[src/hdl/spi_port_map.vh]
// Register map, field positions and reset values of the serial port.
// Included by the port module; holds definitions only.
`ifndef SPI_PORT_MAP_VH
`define SPI_PORT_MAP_VH

// Byte addresses on the register bus
`define ADDR_STATUS 12'h000
`define ADDR_CONTROL 12'h004
`define ADDR_BUFFER 12'h008
`define ADDR_IRQ 12'h00C

// port_status fields
`define ST_RX_FULL 0
`define ST_TX_FULL 1
`define ST_RX_OVF 6
`define ST_STOP_IDLE 13
`define ST_ENABLE 15

// port_control fields
`define CT_PRIM_LO 0
`define CT_SEC_LO 2
`define CT_MASTER 5
`define CT_CLK_IDLE 6
`define CT_SEL_EN 7
`define CT_WIDE 10
`define CT_OUT_OFF 11
`define CT_FS_DIR 13
`define CT_FRAMED 14
`define CT_WR_MASK 16'h6FFF

// Interrupt register fields
`define IQ_FLAG 0
`define IQ_ENABLE 1
`define IQ_PRIO_LO 2

// Reset values
`define RST_STATUS 16'h0000
`define RST_CONTROL 16'h0000
`define RST_BUFFER 16'h0000
`define RST_IRQ 16'h0000

`endif

[src/hdl/spi_power_mode_and_regs.v]
// Serial peripheral port with APB registers and power-save behaviour.
// Assumes pins and power-mode requests are synchronous to mclk; slave
// serial clock is oversampled by mclk, so it must stay well below mclk/4.
// What this block does
// - Master role in Sleep: baud generator halts and returns to reset
// - Master role in Sleep: running transfer aborts, shifter stops both ways
// - After wake the aborted master word is dropped, never resumed
// - Slave role keeps working in Sleep on the external serial clock
// - Slave transfer underway at Sleep entry runs to completion
// - Slave completion in Sleep sets receive-full and interrupt flag
// - Interrupt flag with enable set wakes the device
// - Wake from Sleep goes to vector if priority above CPU, else continues
// - Sleep entry never resets slave-role logic
// - All register contents survive Sleep entry and exit
// - Stop-in-idle status bit 13 chooses halt or run in Idle
// - Stop-in-idle set: Idle halts the master role exactly like Sleep
// - Stop-in-idle clear, the default: port runs normally in Idle
// - Select enable bit 7: select pin low gates slave transfers
// - Framed modes: select pin is frame sync, direction from bit 13
// - One buffer address: write loads transmit, read returns receive, reset zero
// - Unimplemented status and control bits read zero; both reset zero
// - Frame sync pulse is active high, one serial clock long
// - Master serial clock is mclk through primary then secondary prescaler
//
// Implementation choices: the APB interface to the registers and the placing of the registers.
`timescale 1ns/1ps
`default_nettype none
`include "spi_port_map.vh"

module spi_power_mode_and_regs
(
    input wire mclk,              // System clock
    input wire sys_rst,           // Synchronous reset, active high
    input wire psel,              // APB select
    input wire penable,           // APB enable
    input wire pwrite,            // APB direction
    input wire [11:0] paddr,      // APB byte address
    input wire [31:0] pwdata,     // APB write data
    output reg [31:0] prdata,     // APB read data
    output reg pready,            // APB ready
    output reg pslverr,           // APB error on unmapped address
    input wire sleep_mode,        // Device is in Sleep
    input wire idle_mode,         // Device is in Idle
    input wire [2:0] cpu_priority, // Current CPU priority
    input wire sck_in,            // Serial clock pin, input side
    output reg sck_out,           // Serial clock pin, output side
    output reg sck_oe_n,          // Serial clock drive enable, low drives
    input wire sdi,               // Serial data in
    output reg sdo,               // Serial data out
    output reg sdo_oe_n,          // Serial data out drive enable, low drives
    input wire ss_in,             // Select pin, input side
    output reg ss_out,            // Select pin, output side
    output reg ss_oe_n,           // Select pin drive enable, low drives
    output reg xfer_irq_flag,     // Transfer interrupt flag
    output reg wake_req,          // Wake request to power control
    output reg vector_take,       // Pulse: enter port interrupt vector
    output reg resume_next        // Pulse: continue after power-save instruction
);

reg [15:0] ctrl;
reg port_enable;
reg stop_in_idle;
reg rx_overflow;
reg rx_buffer_full;
reg tx_buffer_full;
reg xfer_irq_enable;
reg [2:0] irq_prio;
reg [15:0] tx_holding_reg;
reg [15:0] rx_holding_reg;
reg [15:0] sr;
reg [4:0] bit_cnt;
reg busy;
reg start_pend;
reg fs_on;
reg fs_seen;
reg samp_bit;
reg sck_lvl;
reg sck_prev;
reg [9:0] brg_cnt;
reg [15:0] rdata;

wire master_enable = ctrl[`CT_MASTER];
wire clk_idle = ctrl[`CT_CLK_IDLE];
wire wide_word = ctrl[`CT_WIDE];
wire framed_enable = ctrl[`CT_FRAMED];
wire frame_sync_direction = ctrl[`CT_FS_DIR];
wire select_pin_enable = ctrl[`CT_SEL_EN];
wire [1:0] primary_prescale = ctrl[`CT_PRIM_LO +: 2];
wire [2:0] secondary_prescale = ctrl[`CT_SEC_LO +: 3];

wire halted = sleep_mode | (idle_mode & stop_in_idle);
wire stop_master = master_enable & halted;
wire active = port_enable & ~stop_master;

wire [6:0] prim = (primary_prescale == 2'd3) ? 7'd1 :
                  (primary_prescale == 2'd2) ? 7'd4 :
                  (primary_prescale == 2'd1) ? 7'd16 : 7'd64;
wire [3:0] sec = 4'd8 - {1'b0, secondary_prescale};
wire [10:0] div_full = prim * sec;
wire [9:0] div_m1 = div_full[9:0] - 10'd1;
wire m_run = busy | framed_enable;
wire tick = active & master_enable & m_run & (brg_cnt == div_m1);

wire s_lead = (sck_prev == clk_idle) & (sck_in != clk_idle);
wire s_trail = (sck_prev != clk_idle) & (sck_in == clk_idle);
wire lead = master_enable ? (tick & (sck_lvl == clk_idle)) : (port_enable & s_lead);
wire trail = master_enable ? (tick & (sck_lvl != clk_idle)) : (port_enable & s_trail);

wire sel_ok = framed_enable | ~select_pin_enable | ~ss_in;
wire [4:0] n_bits = wide_word ? 5'd16 : 5'd8;
wire [15:0] rx_word = {sr[14:0], samp_bit};
wire done = trail & busy & (bit_cnt == n_bits);
wire frame_master = framed_enable & ~frame_sync_direction;

wire setup = psel & ~penable & ~pready;
wire access = psel & penable & pready;
wire wr = access & pwrite;
wire rd = access & ~pwrite;
wire wr_status = wr & (paddr == `ADDR_STATUS);
wire wr_ctrl = wr & (paddr == `ADDR_CONTROL);
wire wr_buf = wr & (paddr == `ADDR_BUFFER);
wire wr_irq = wr & (paddr == `ADDR_IRQ);
wire rd_buf = rd & (paddr == `ADDR_BUFFER);
wire mapped = (paddr == `ADDR_STATUS) | (paddr == `ADDR_CONTROL) |
              (paddr == `ADDR_BUFFER) | (paddr == `ADDR_IRQ);
wire wake_now = xfer_irq_flag & xfer_irq_enable;

// Read mux; unimplemented bits stay zero
always @*
begin
    rdata = 16'h0000;
    if (paddr == `ADDR_STATUS)
    begin
        rdata[`ST_ENABLE] = port_enable;
        rdata[`ST_STOP_IDLE] = stop_in_idle;
        rdata[`ST_RX_OVF] = rx_overflow;
        rdata[`ST_TX_FULL] = tx_buffer_full;
        rdata[`ST_RX_FULL] = rx_buffer_full;
    end
    else if (paddr == `ADDR_CONTROL)
    begin
        rdata = ctrl;
    end
    else if (paddr == `ADDR_BUFFER)
    begin
        rdata = rx_holding_reg;
    end
    else if (paddr == `ADDR_IRQ)
    begin
        rdata[`IQ_FLAG] = xfer_irq_flag;
        rdata[`IQ_ENABLE] = xfer_irq_enable;
        rdata[`IQ_PRIO_LO +: 3] = irq_prio;
    end
end

// Bus slave: answer is registered, so pready rises in the first access cycle
always @(posedge mclk)
begin
    if (sys_rst)
    begin
        pready <= 1'b0;
        prdata <= 32'h0000_0000;
        pslverr <= 1'b0;
    end
    else
    begin
        pready <= setup;
        if (setup)
        begin
            prdata <= {16'h0000, rdata};
            pslverr <= ~mapped;
        end
    end
end

// Register file; registers are never touched by power modes
// contents kept in sleep
always @(posedge mclk)
begin
    if (sys_rst)
    begin
        ctrl <= `RST_CONTROL;
        port_enable <= 1'b0;
        stop_in_idle <= 1'b0;
        xfer_irq_enable <= 1'b0;
        irq_prio <= 3'h0;
        tx_holding_reg <= `RST_BUFFER;
    end
    else
    begin
        if (wr_ctrl)
            ctrl <= pwdata[15:0] & `CT_WR_MASK;
        if (wr_status)
        begin
            port_enable <= pwdata[`ST_ENABLE];
            stop_in_idle <= pwdata[`ST_STOP_IDLE];
        end
        if (wr_irq)
        begin
            xfer_irq_enable <= pwdata[`IQ_ENABLE];
            irq_prio <= pwdata[`IQ_PRIO_LO +: 3];
        end
        if (wr_buf)
            tx_holding_reg <= pwdata[15:0];
    end
end

// Baud generator and master clock level
always @(posedge mclk)
begin
    if (sys_rst | ~active | ~master_enable | ~m_run)
    begin
        brg_cnt <= 10'h000;
        sck_lvl <= clk_idle;
    end
    else if (brg_cnt == div_m1)
    begin
        brg_cnt <= 10'h000;
        sck_lvl <= ~sck_lvl;
    end
    else
        brg_cnt <= brg_cnt + 10'd1;
end

// Shift engine, framing and status flags
always @(posedge mclk)
begin
    if (sys_rst)
    begin
        sr <= 16'h0000;
        bit_cnt <= 5'd0;
        busy <= 1'b0;
        start_pend <= 1'b0;
        fs_on <= 1'b0;
        fs_seen <= 1'b0;
        samp_bit <= 1'b0;
        sck_prev <= 1'b0;
        ss_out <= 1'b0;
        rx_holding_reg <= `RST_BUFFER;
        rx_buffer_full <= 1'b0;
        tx_buffer_full <= 1'b0;
        rx_overflow <= 1'b0;
        xfer_irq_flag <= 1'b0;
    end
    else
    begin
        sck_prev <= sck_in;
        if (wr_buf)
        begin
            tx_buffer_full <= 1'b1;
            start_pend <= 1'b1;
        end
        // Clears first, so a completion in the same cycle wins below
        if (rd_buf)
            rx_buffer_full <= 1'b0;
        if (wr_status & ~pwdata[`ST_RX_OVF])
            rx_overflow <= 1'b0;
        if (wr_irq & ~pwdata[`IQ_FLAG])
            xfer_irq_flag <= 1'b0;

        if (~active)
        begin
            busy <= 1'b0;
            bit_cnt <= 5'd0;
            start_pend <= 1'b0;
            fs_on <= 1'b0;
            fs_seen <= 1'b0;
            ss_out <= 1'b0;
        end
        else if (~master_enable & ~sel_ok)
        begin
            busy <= 1'b0;
            bit_cnt <= 5'd0;
        end
        else
        begin
            if (lead & (busy | ~master_enable & ~framed_enable))
            begin
                samp_bit <= sdi;
                busy <= 1'b1;
                bit_cnt <= bit_cnt + 5'd1;
            end
            if (trail & busy & (bit_cnt != 5'd0))
                sr <= rx_word;
            if (done)
            begin
                busy <= 1'b0;
                bit_cnt <= 5'd0;
                if (rx_buffer_full)
                    rx_overflow <= 1'b1;
                else
                    rx_holding_reg <= wide_word ? rx_word : {8'h00, rx_word[7:0]};
                rx_buffer_full <= 1'b1;
                xfer_irq_flag <= 1'b1;
            end
            // Non-framed master starts on the written word only
            if (master_enable & ~framed_enable & start_pend & ~busy & ~wr_buf)
            begin
                sr <= tx_holding_reg;
                tx_buffer_full <= 1'b0;
                start_pend <= 1'b0;
                busy <= 1'b1;
            end
            // Non-framed slave preloads the word before the first edge
            if (~master_enable & ~framed_enable & tx_buffer_full & ~busy & ~wr_buf)
            begin
                sr <= tx_holding_reg;
                tx_buffer_full <= 1'b0;
                start_pend <= 1'b0;
            end
            if (frame_master & trail)
            begin
                if (fs_on)
                begin
                    ss_out <= 1'b0;
                    fs_on <= 1'b0;
                    sr <= tx_holding_reg;
                    tx_buffer_full <= wr_buf;
                    busy <= 1'b1;
                    bit_cnt <= 5'd0;
                end
                else if (start_pend & (~busy | done) & ~wr_buf)
                begin
                    ss_out <= 1'b1;
                    fs_on <= 1'b1;
                    start_pend <= 1'b0;
                end
            end
            if (framed_enable & frame_sync_direction)
            begin
                if (lead & ss_in & ~busy)
                    fs_seen <= 1'b1;
                // A received pulse starts even if no new word was written
                if (trail & fs_seen)
                begin
                    fs_seen <= 1'b0;
                    sr <= tx_holding_reg;
                    tx_buffer_full <= wr_buf;
                    start_pend <= 1'b0;
                    busy <= 1'b1;
                    bit_cnt <= 5'd0;
                end
            end
        end
    end
end

// Pin drivers and wake logic, all registered
always @(posedge mclk)
begin
    if (sys_rst)
    begin
        sck_out <= 1'b0;
        sck_oe_n <= 1'b1;
        sdo <= 1'b0;
        sdo_oe_n <= 1'b1;
        ss_oe_n <= 1'b1;
        wake_req <= 1'b0;
        vector_take <= 1'b0;
        resume_next <= 1'b0;
    end
    else
    begin
        sck_out <= master_enable ? sck_lvl : clk_idle;
        sck_oe_n <= ~(port_enable & master_enable);
        sdo <= wide_word ? sr[15] : sr[7];
        sdo_oe_n <= ~(port_enable & ~ctrl[`CT_OUT_OFF]);
        ss_oe_n <= ~(port_enable & frame_master);
        wake_req <= wake_now;
        vector_take <= wake_now & ~wake_req & sleep_mode & (irq_prio > cpu_priority);
        resume_next <= wake_now & ~wake_req & sleep_mode & ~(irq_prio > cpu_priority);
    end
end

endmodule // spi_power_mode_and_regs
`default_nettype wire

[config.mk]
export PLATFORM = sky130hd
export DESIGN_NAME = spi_power_mode_and_regs
export DESIGN_NICKNAME = d
export VERILOG_FILES = /design/src/hdl/spi_power_mode_and_regs.v
export VERILOG_INCLUDE_DIRS = /design/src /design/src/hdl
export SDC_FILE = /design/constraint.sdc
export NUM_CORES = 1
export LEC_CHECK = 0
export BUFFER_PORTS_ARGS = -buffer_cell sky130_fd_sc_hd__buf_2
export CORE_MARGIN = 2
export CORE_UTILIZATION = 50
export CTS_BUF_LIST = sky130_fd_sc_hd__clkbuf_8
export DETAILED_ROUTE_END_ITERATION = 8
export MAX_ROUTING_LAYER = met4
export PLACE_DENSITY = 0.68
export RECOVER_POWER = 50
export SYNTH_ARGS = -nofsm -noshare
export SYNTH_HDL_FRONTEND = slang
export SYNTH_SLANG_ARGS = --single-unit
[constraint.sdc]
create_clock -name mclk -period 11.5 [get_ports mclk]
set_input_delay 1.15 -clock mclk [delete_from_list [all_inputs] [get_ports mclk]]
set_output_delay 1.15 -clock mclk [all_outputs]
set_load 0.02 [all_outputs]
==> impl_results.md, run 1 <==
- Outcome: finished, violations left
- Failing checks: capacitance limit, slew limit
- Cts-stage hold buffer count: 0
- Reg-to-reg setup timing slack: 6.53 ns
- Crit-path cells: buf_2 > clkbuf_1 > nor2_1 > nand4_1 > o21ai_2 > a221o_1
- Reg area: 0.002432 mm2
- Crit-path max cell delay: 2.66 ns
- Die area: 0.01300 mm2
- First-pass DRT Iterations: 5
- Gr usage total: 23.97%
- Area of the multi-input gates: 0.003281 mm2
- Clock Power Share: 44.1%
- Layout cells sized above 1: 11.14%
- Ports: 101
- TritonCTS Buffers: 17
- Initial antenna violation count: 0
- Synth area leader: dfxtp_1
- H-tree depth: 4
- RSZ-0062 raised after global routing: no
- Synth top area share: 39.69%
- Worst Clk Skew: 0.01037 ns
- Post-synth EDFFs: 1
- Nets: 851
- Total core area: 0.01191 mm2
- CP Capture Point: sr[8]
- Die Ht: 114.0 um
- Area Overhead vs Synth: 10.71%
- Hold WS: 0.4363 ns
- Fin. Hold Viols: 0
- Fmax: 0.1940 GHz
- Crit path launch type: input port
- Largest net degree at the start of global routing: 85
- Top_reg_cell synth: dfxtp_1
- Via count: 5318
- Setup TNS: 0 ns
- Clock tree from TritonCTS: done
- Tcrit/Tclk final: 44.82%
- # fillers: 1135
- CTS Root Cell: clkbuf_8
- Flop pwr share: 52.0%
- Int Power: 0.6178 mW
- Req. time, crit path: 11.82 ns
- Antenna diode count: 0
- Worst-Margin Slew: 3.815 ns
- CP arrival: 5.48 ns
- Worst Setup End Kind: flop
- CTS sink cnt: 121
- Routed Antenna Nets: 0
- Worst flop-to-flop path endpoint: sr[8]
- Setup Fix Bufs, Post-CTS: 0
- PortBufs: 68
- Hold depth: 1
- Yosys cell types: 60
- Sequential element share of the synthesized area: 40.19%
- Row count: 40
- CP Launch Point: sys_rst
- Final Slew Violations: 85
- Switch Pwr: 0.1924 mW
- Most common cell after layout, fill and taps aside: dfxtp_1
- Critical path's slowest cell: clkbuf_1
- Ys Warns: 0
- Endpoints failing setup: 0
- Post-DP HPWL: 10120 um
- First-pass GRT wire length: 23940 um
- CP max FO: 84
- Global placer's final weighted congestion: 0.8544
- Die W: 114.0 um
- CTS clock-pin slew for the worst setup and hold paths: 0.07 ns
- Max cap viols: 1
- Syn avg cell area: 8.417 um2
- Area contributors post-synth: dfxtp_1, nand2_1, a21oi_1
- Worst R2R Start: ctrl[2]
- Drt wl/cell: 15.89 um
- Async SR Flop Fraction: 0%
- Leak Pwr: 2.616 nW
- Grt total ovfl: 0
- PostCTS Resize Cnt: 0
- Initial Utilization: 50.81%
- Yosys reg bits: 121
- CP Class: input port to flop
- Commonest cells after routing, fill and taps aside: dfxtp_1, nand2_1, a21oi_1, nor2_1, buf_2
- Synthesized instance count: 719
- Clock tree buffer depth: 2
- VDD IR max: 0.07066 mV
- Switch share: 23.75%
- DR iter-0 viols: 415
- Power density over the cells: 120.9 mW/mm2
- Logic pwr share: 3.9%
- Final min period: 5.155 ns
- Vias in the first global route: 5032
- Relative slew slack: -154.3%
- Worst hold path class: flop to flop
- PnR Total Power: 0.8102 mW
- # DRC: 0
- Worst skew pair latency: 0.44 ns
- Mapped Area: 0.006052 mm2
- Routed vias/inst: 5.731
- Critical path depth: 6
- Buf/Inv on CP: 2
- Reg2Reg Depth: 15
- CP top delay family: buffers and inverters
- Drt total wl: 14740 um
-- cells in the mapped netlist (10+ instances only) --
cell type,count
inv_1,27
clkbuf_1,30
xnor2_1,20
and3_1,25
a22oi_1,12
nand3_1,18
buf_4,19
nand4_1,16
nor2_1,69
nor3_1,21
mux2i_1,22
ha_1,20
nand2_1,98
a221o_1,16
xor2_1,10
a21oi_1,69
dfxtp_1,120
o21ai_0,10
-- routing by layer --
layer,vias to the layer above,share of wire [%],track usage [%]
met4,0,2.3,10.49
met2,173,48,37.82
met3,31,5.9,5.632
met1,2533,43,29.37
li1,2581,-,-
met5,-,0,-
-- logic make-up (layout without fill, tap and decap cells) --
family / count (synthesis) / after routing / share of synthesized area (%)
compound gates: 140 / 140 / 15.24
fa+ha+maj: 26 / 26 / 6.120
flops: 121 / 121 / 40.19
buf+inv: 84 / 131 / 6.616
other cells: 1 / 16 / 0.06196
simple gates: 291 / 291 / 23.05
mux: 26 / 26 / 4.383
xor+xnor: 30 / 30 / 4.342
-- worst register-to-register path, delay by kind of cell (launching register included) --
family,cells,cell delay [ns]
AO/OA/AOI/OAI,5,1.49
XOR/XNOR,2,0.55
buffers and inverters,1,0.12
AND/OR/NAND/NOR,3,0.84
flip-flops,1,0.44
adder cells (fa/ha/maj),4,1.42
-- final cells by class --
type,count,area share [%]
timing repair buffer,72,4.949
inverter,27,1.513
multi-input combinational,529,48.96
clock inverter,15,2.035
sequential,121,36.30
clock buffer,17,3.492
tap,147,2.745
-- worst min-delay path by stage --
stage | slack (ns) | start | to
after floorplan | 0.43 | rx_holding_reg[13] | rx_holding_reg[13]
after global placement | 0.42 | wake_req | resume_next
after detailed placement | 0.42 | wake_req | resume_next
after CTS | 0.43 | wake_req | resume_next
after global routing | 0.46 | wake_req | resume_next
final | 0.44 | wake_req | resume_next
-- power groups by stage --
stage          logic (mW)  clock network, mW  registers [mW]
6_report           0.0316              0.358           0.421
5_1_grt            0.0343              0.385           0.421
4_1_cts            0.0315              0.366           0.421
3_5_place_dp       0.0315                  0           0.430
3_3_place_gp       0.0310                  0           0.430
2_1_floorplan      0.0217                  0           0.431
-- stage by stage --
| stage | cells | area [um2] | setup WS (ns) | util, % |
|---|---|---|---|---|
| after floorplan | 734 | 6108 | 7.338 | - |
| after global placement | 896 | 6369 | 6.795 | 53.47 |
| after detailed placement | 896 | 6369 | 6.721 | 53.47 |
| after CTS | 928 | 6739 | 6.691 | 56.58 |
| after global routing | 928 | 6700 | 6.096 | 56.25 |
| final | 928 | 6700 | 6.345 | 56.25 |
Power figures use the tool's default switching activity.
==> run 2: changes to the inputs <==
clock period = 5.1 ns   (was 11.5 ns; I/O delays follow)
==> run 2 against run 1 <==
The flow still finishes with violations (capacitance limit, slew limit); critical path depth increased by 9; non-clock buffer count increased by 3; combinational power increased by 120%; clock-buffer cell count increased by 2; routed wire length increased by 0.38%; final cell count increased by 0.22%; first-iteration DRC count decreased by 4.8%; power increased by 120%; worst setup slack got worse by 6.0 ns; critical endpoint is now sr[0]; largest cell class unchanged.
==> impl_results.md, run 2 (synthesis gave the netlist of run 1 again) <==
- Ports: 101 (unchanged)
- RSZ-0062 raised after global routing: no
- Die W: 114.0 um (unchanged)
- Reg2Reg Depth: 15 (unchanged)
- CP Launch Point: ctrl[2]
- Initial antenna violation count: 0 (unchanged)
- Total core area: 0.01191 mm2 (unchanged)
- DR iter-0 viols: 395 (-4.8%)
- Relative slew slack: -46.62% (+110 points)
- Die area: 0.01300 mm2 (unchanged)
- Failing checks: capacitance limit, slew limit
- CP Capture Point: sr[0]
- Row count: 40 (unchanged)
- First-pass DRT Iterations: 5 (unchanged)
- # fillers: 1136 (+0.088%)
- Fmax: 0.2084 GHz
- CTS Root Cell: clkbuf_8
- Drt total wl: 14800 um (+0.38%)
- Tcrit/Tclk final: 94.11%
- Grt total ovfl: 0 (unchanged)
- DR WL met2: 7329 um (+2.6%)
- PortBufs: 68 (unchanged)
- Area Overhead vs Synth: 10.69% (about the same)
- Reg area: 0.002432 mm2 (unchanged)
- CTS sink cnt: 121 (unchanged)
- Global placer's final weighted congestion: 0.8512 (-0.37%)
- H-tree depth: 4 (unchanged)
- Worst Clk Skew: 0.01143 ns (+0.001062 ns)
- Nets: 854 (+0.35%)
- Via count: 5263 (-1.0%)
- CP arrival: 5.13 ns (-0.35 ns)
- CP max FO: 30 (-64%)
- Worst skew pair latency: 0.45 ns (about the same)
- Routed vias/inst: 5.659 (-1.2%)
- Critical path's slowest cell: fa_1
- Largest net degree at the start of global routing: 50 (-41%)
- Setup TNS: 0 ns (unchanged)
- Crit path launch type: flop
- Reg-to-reg setup timing slack: 0.30 ns (-6.23 ns)
- Commonest cells after routing, fill and taps aside: dfxtp_1, nand2_1, a21oi_1, nor2_1, buf_2
- Req. time, crit path: 5.43 ns (-6.39 ns)
- Initial Utilization: 50.81% (unchanged)
- Antenna diode count: 0 (unchanged)
- Max cap viols: 1 (unchanged)
- Cells after DPL: 899 (+0.33%)
- Gr usage total: 24.57% (+0.61 points)
- CTS clock-pin slew for the worst setup and hold paths: 0.07 ns (about the same)
- Leak Pwr: 2.592 nW (-0.92%)
- Critical path depth: 15 (+9)
- Endpoints failing setup: 0 (unchanged)
- Power density over the cells: 271.5 mW/mm2 (+120%)
- Post-DP HPWL: 10350 um (+2.3%)
- Crit-path cells: inv_1 > ha_1 > xnor2_1 > and3_1 > fa_1 > fa_1 > ha_1 > xor2_1 > and3_1 > o22ai_1 > nor4_2 > and4b_4 > or2_4 > o22ai_4 > a221o_1
- Worst hold path class: input port to flop
- Buf/Inv on CP: 1 (-1)
- Routed Antenna Nets: 0 (unchanged)
- CP Class: flop to flop
- Worst flop-to-flop path endpoint: sr[0]
- Drt wl/cell: 15.91 um (+0.16%)
- Final min period: 4.799 ns
- VDD IR max: 0.1865 mV (+160%)
- Crit-path max cell delay: 0.45 ns (-2.21 ns)
- WL met1: 6404 um (+0.13%)
- Setup Fix Bufs, Post-CTS: 0 (unchanged)
- Hold WS: 0.3101 ns (-0.1262 ns)
- Met3 routed WL: 900 um (+4.2%)
- # DRC: 0 (unchanged)
- TritonCTS Buffers: 17 (unchanged)
- Worst R2R Start: ctrl[2]
- PostCTS Resize Cnt: 0 (unchanged)
- Max layer used: met4
- Most common cell after layout, fill and taps aside: dfxtp_1
- Worst-Margin Slew: 2.199 ns (-1.616 ns)
- Fin cells: 930 (+0.22%)
- Hold depth: 3 (+2)
- Worst Setup End Kind: flop
- Die Ht: 114.0 um (unchanged)
- CP top delay family: simple AND/OR/NAND/NOR gates
- Final Slew Violations: 50 (-41%)
- Clock tree from TritonCTS: done
- First-pass GRT wire length: 24560 um (+2.6%)
- Layout cells sized above 1: 10.73% (-0.41 points)
- Outcome: finished, violations left
- Clock tree buffer depth: 2 (unchanged)
- Fin. Hold Viols: 0 (unchanged)
- Vias in the first global route: 5039 (+0.14%)
- Cts-stage hold buffer count: 0 (unchanged)
- PnR Total Power: 1.819 mW (+120%)
- Area of the multi-input gates: 0.003276 mm2 (-0.15%)
## run 2: area by class of cell
type | instances | area share [%]
multi-input combinational | 529 | 48.90
timing repair buffer | 75 | 5.099
sequential | 121 | 36.31
clock inverter | 12 | 1.532
clock buffer | 19 | 3.904
tap | 147 | 2.746
inverter | 27 | 1.513
## run 2: tightest hold or removal path, delay by kind of cell
family | cells | cell delay [ns]
buffers and inverters | 1 | 0.10
AND/OR/NAND/NOR | 1 | 0.05
AO/OA/AOI/OAI | 1 | 0.05
## run 2: worst min path at each step
| stage | start | slack [ns] | end |
|---|---|---|---|
| after global placement | wake_req | 0.42 | resume_next |
| after global routing | pwdata[10] | 0.30 | tx_holding_reg[10] |
| after CTS | pwdata[10] | 0.30 | tx_holding_reg[10] |
| after floorplan | rx_holding_reg[13] | 0.43 | rx_holding_reg[13] |
| final | pwdata[10] | 0.31 | ctrl[10] |
| after detailed placement | wake_req | 0.43 | resume_next |
## run 2: power by group
part           switching, mW  total [mW]  internal [mW]
Clock                  0.395       0.799          0.404
Combinational         0.0518      0.0703         0.0185
Sequential           0.00141       0.949          0.948
Total                  0.448        1.82           1.37
## run 2: metrics by stage
stage	instance area [um2]	utilization, %	worst slack (ns)
after floorplan	6108	-	0.9384
after global placement	6391	53.66	0.4371
after detailed placement	6391	53.66	0.3361
after CTS	6755	56.71	0.3127
after global routing	6699	56.24	0.009855
final	6699	56.24	0.3005
## run 2: layer usage
layer	global-route usage (%)	vias to the layer above
met5	-	-
li1	-	2587
met3	5.845	14
met1	30.65	2502
met2	39.60	160
met4	7.642	0
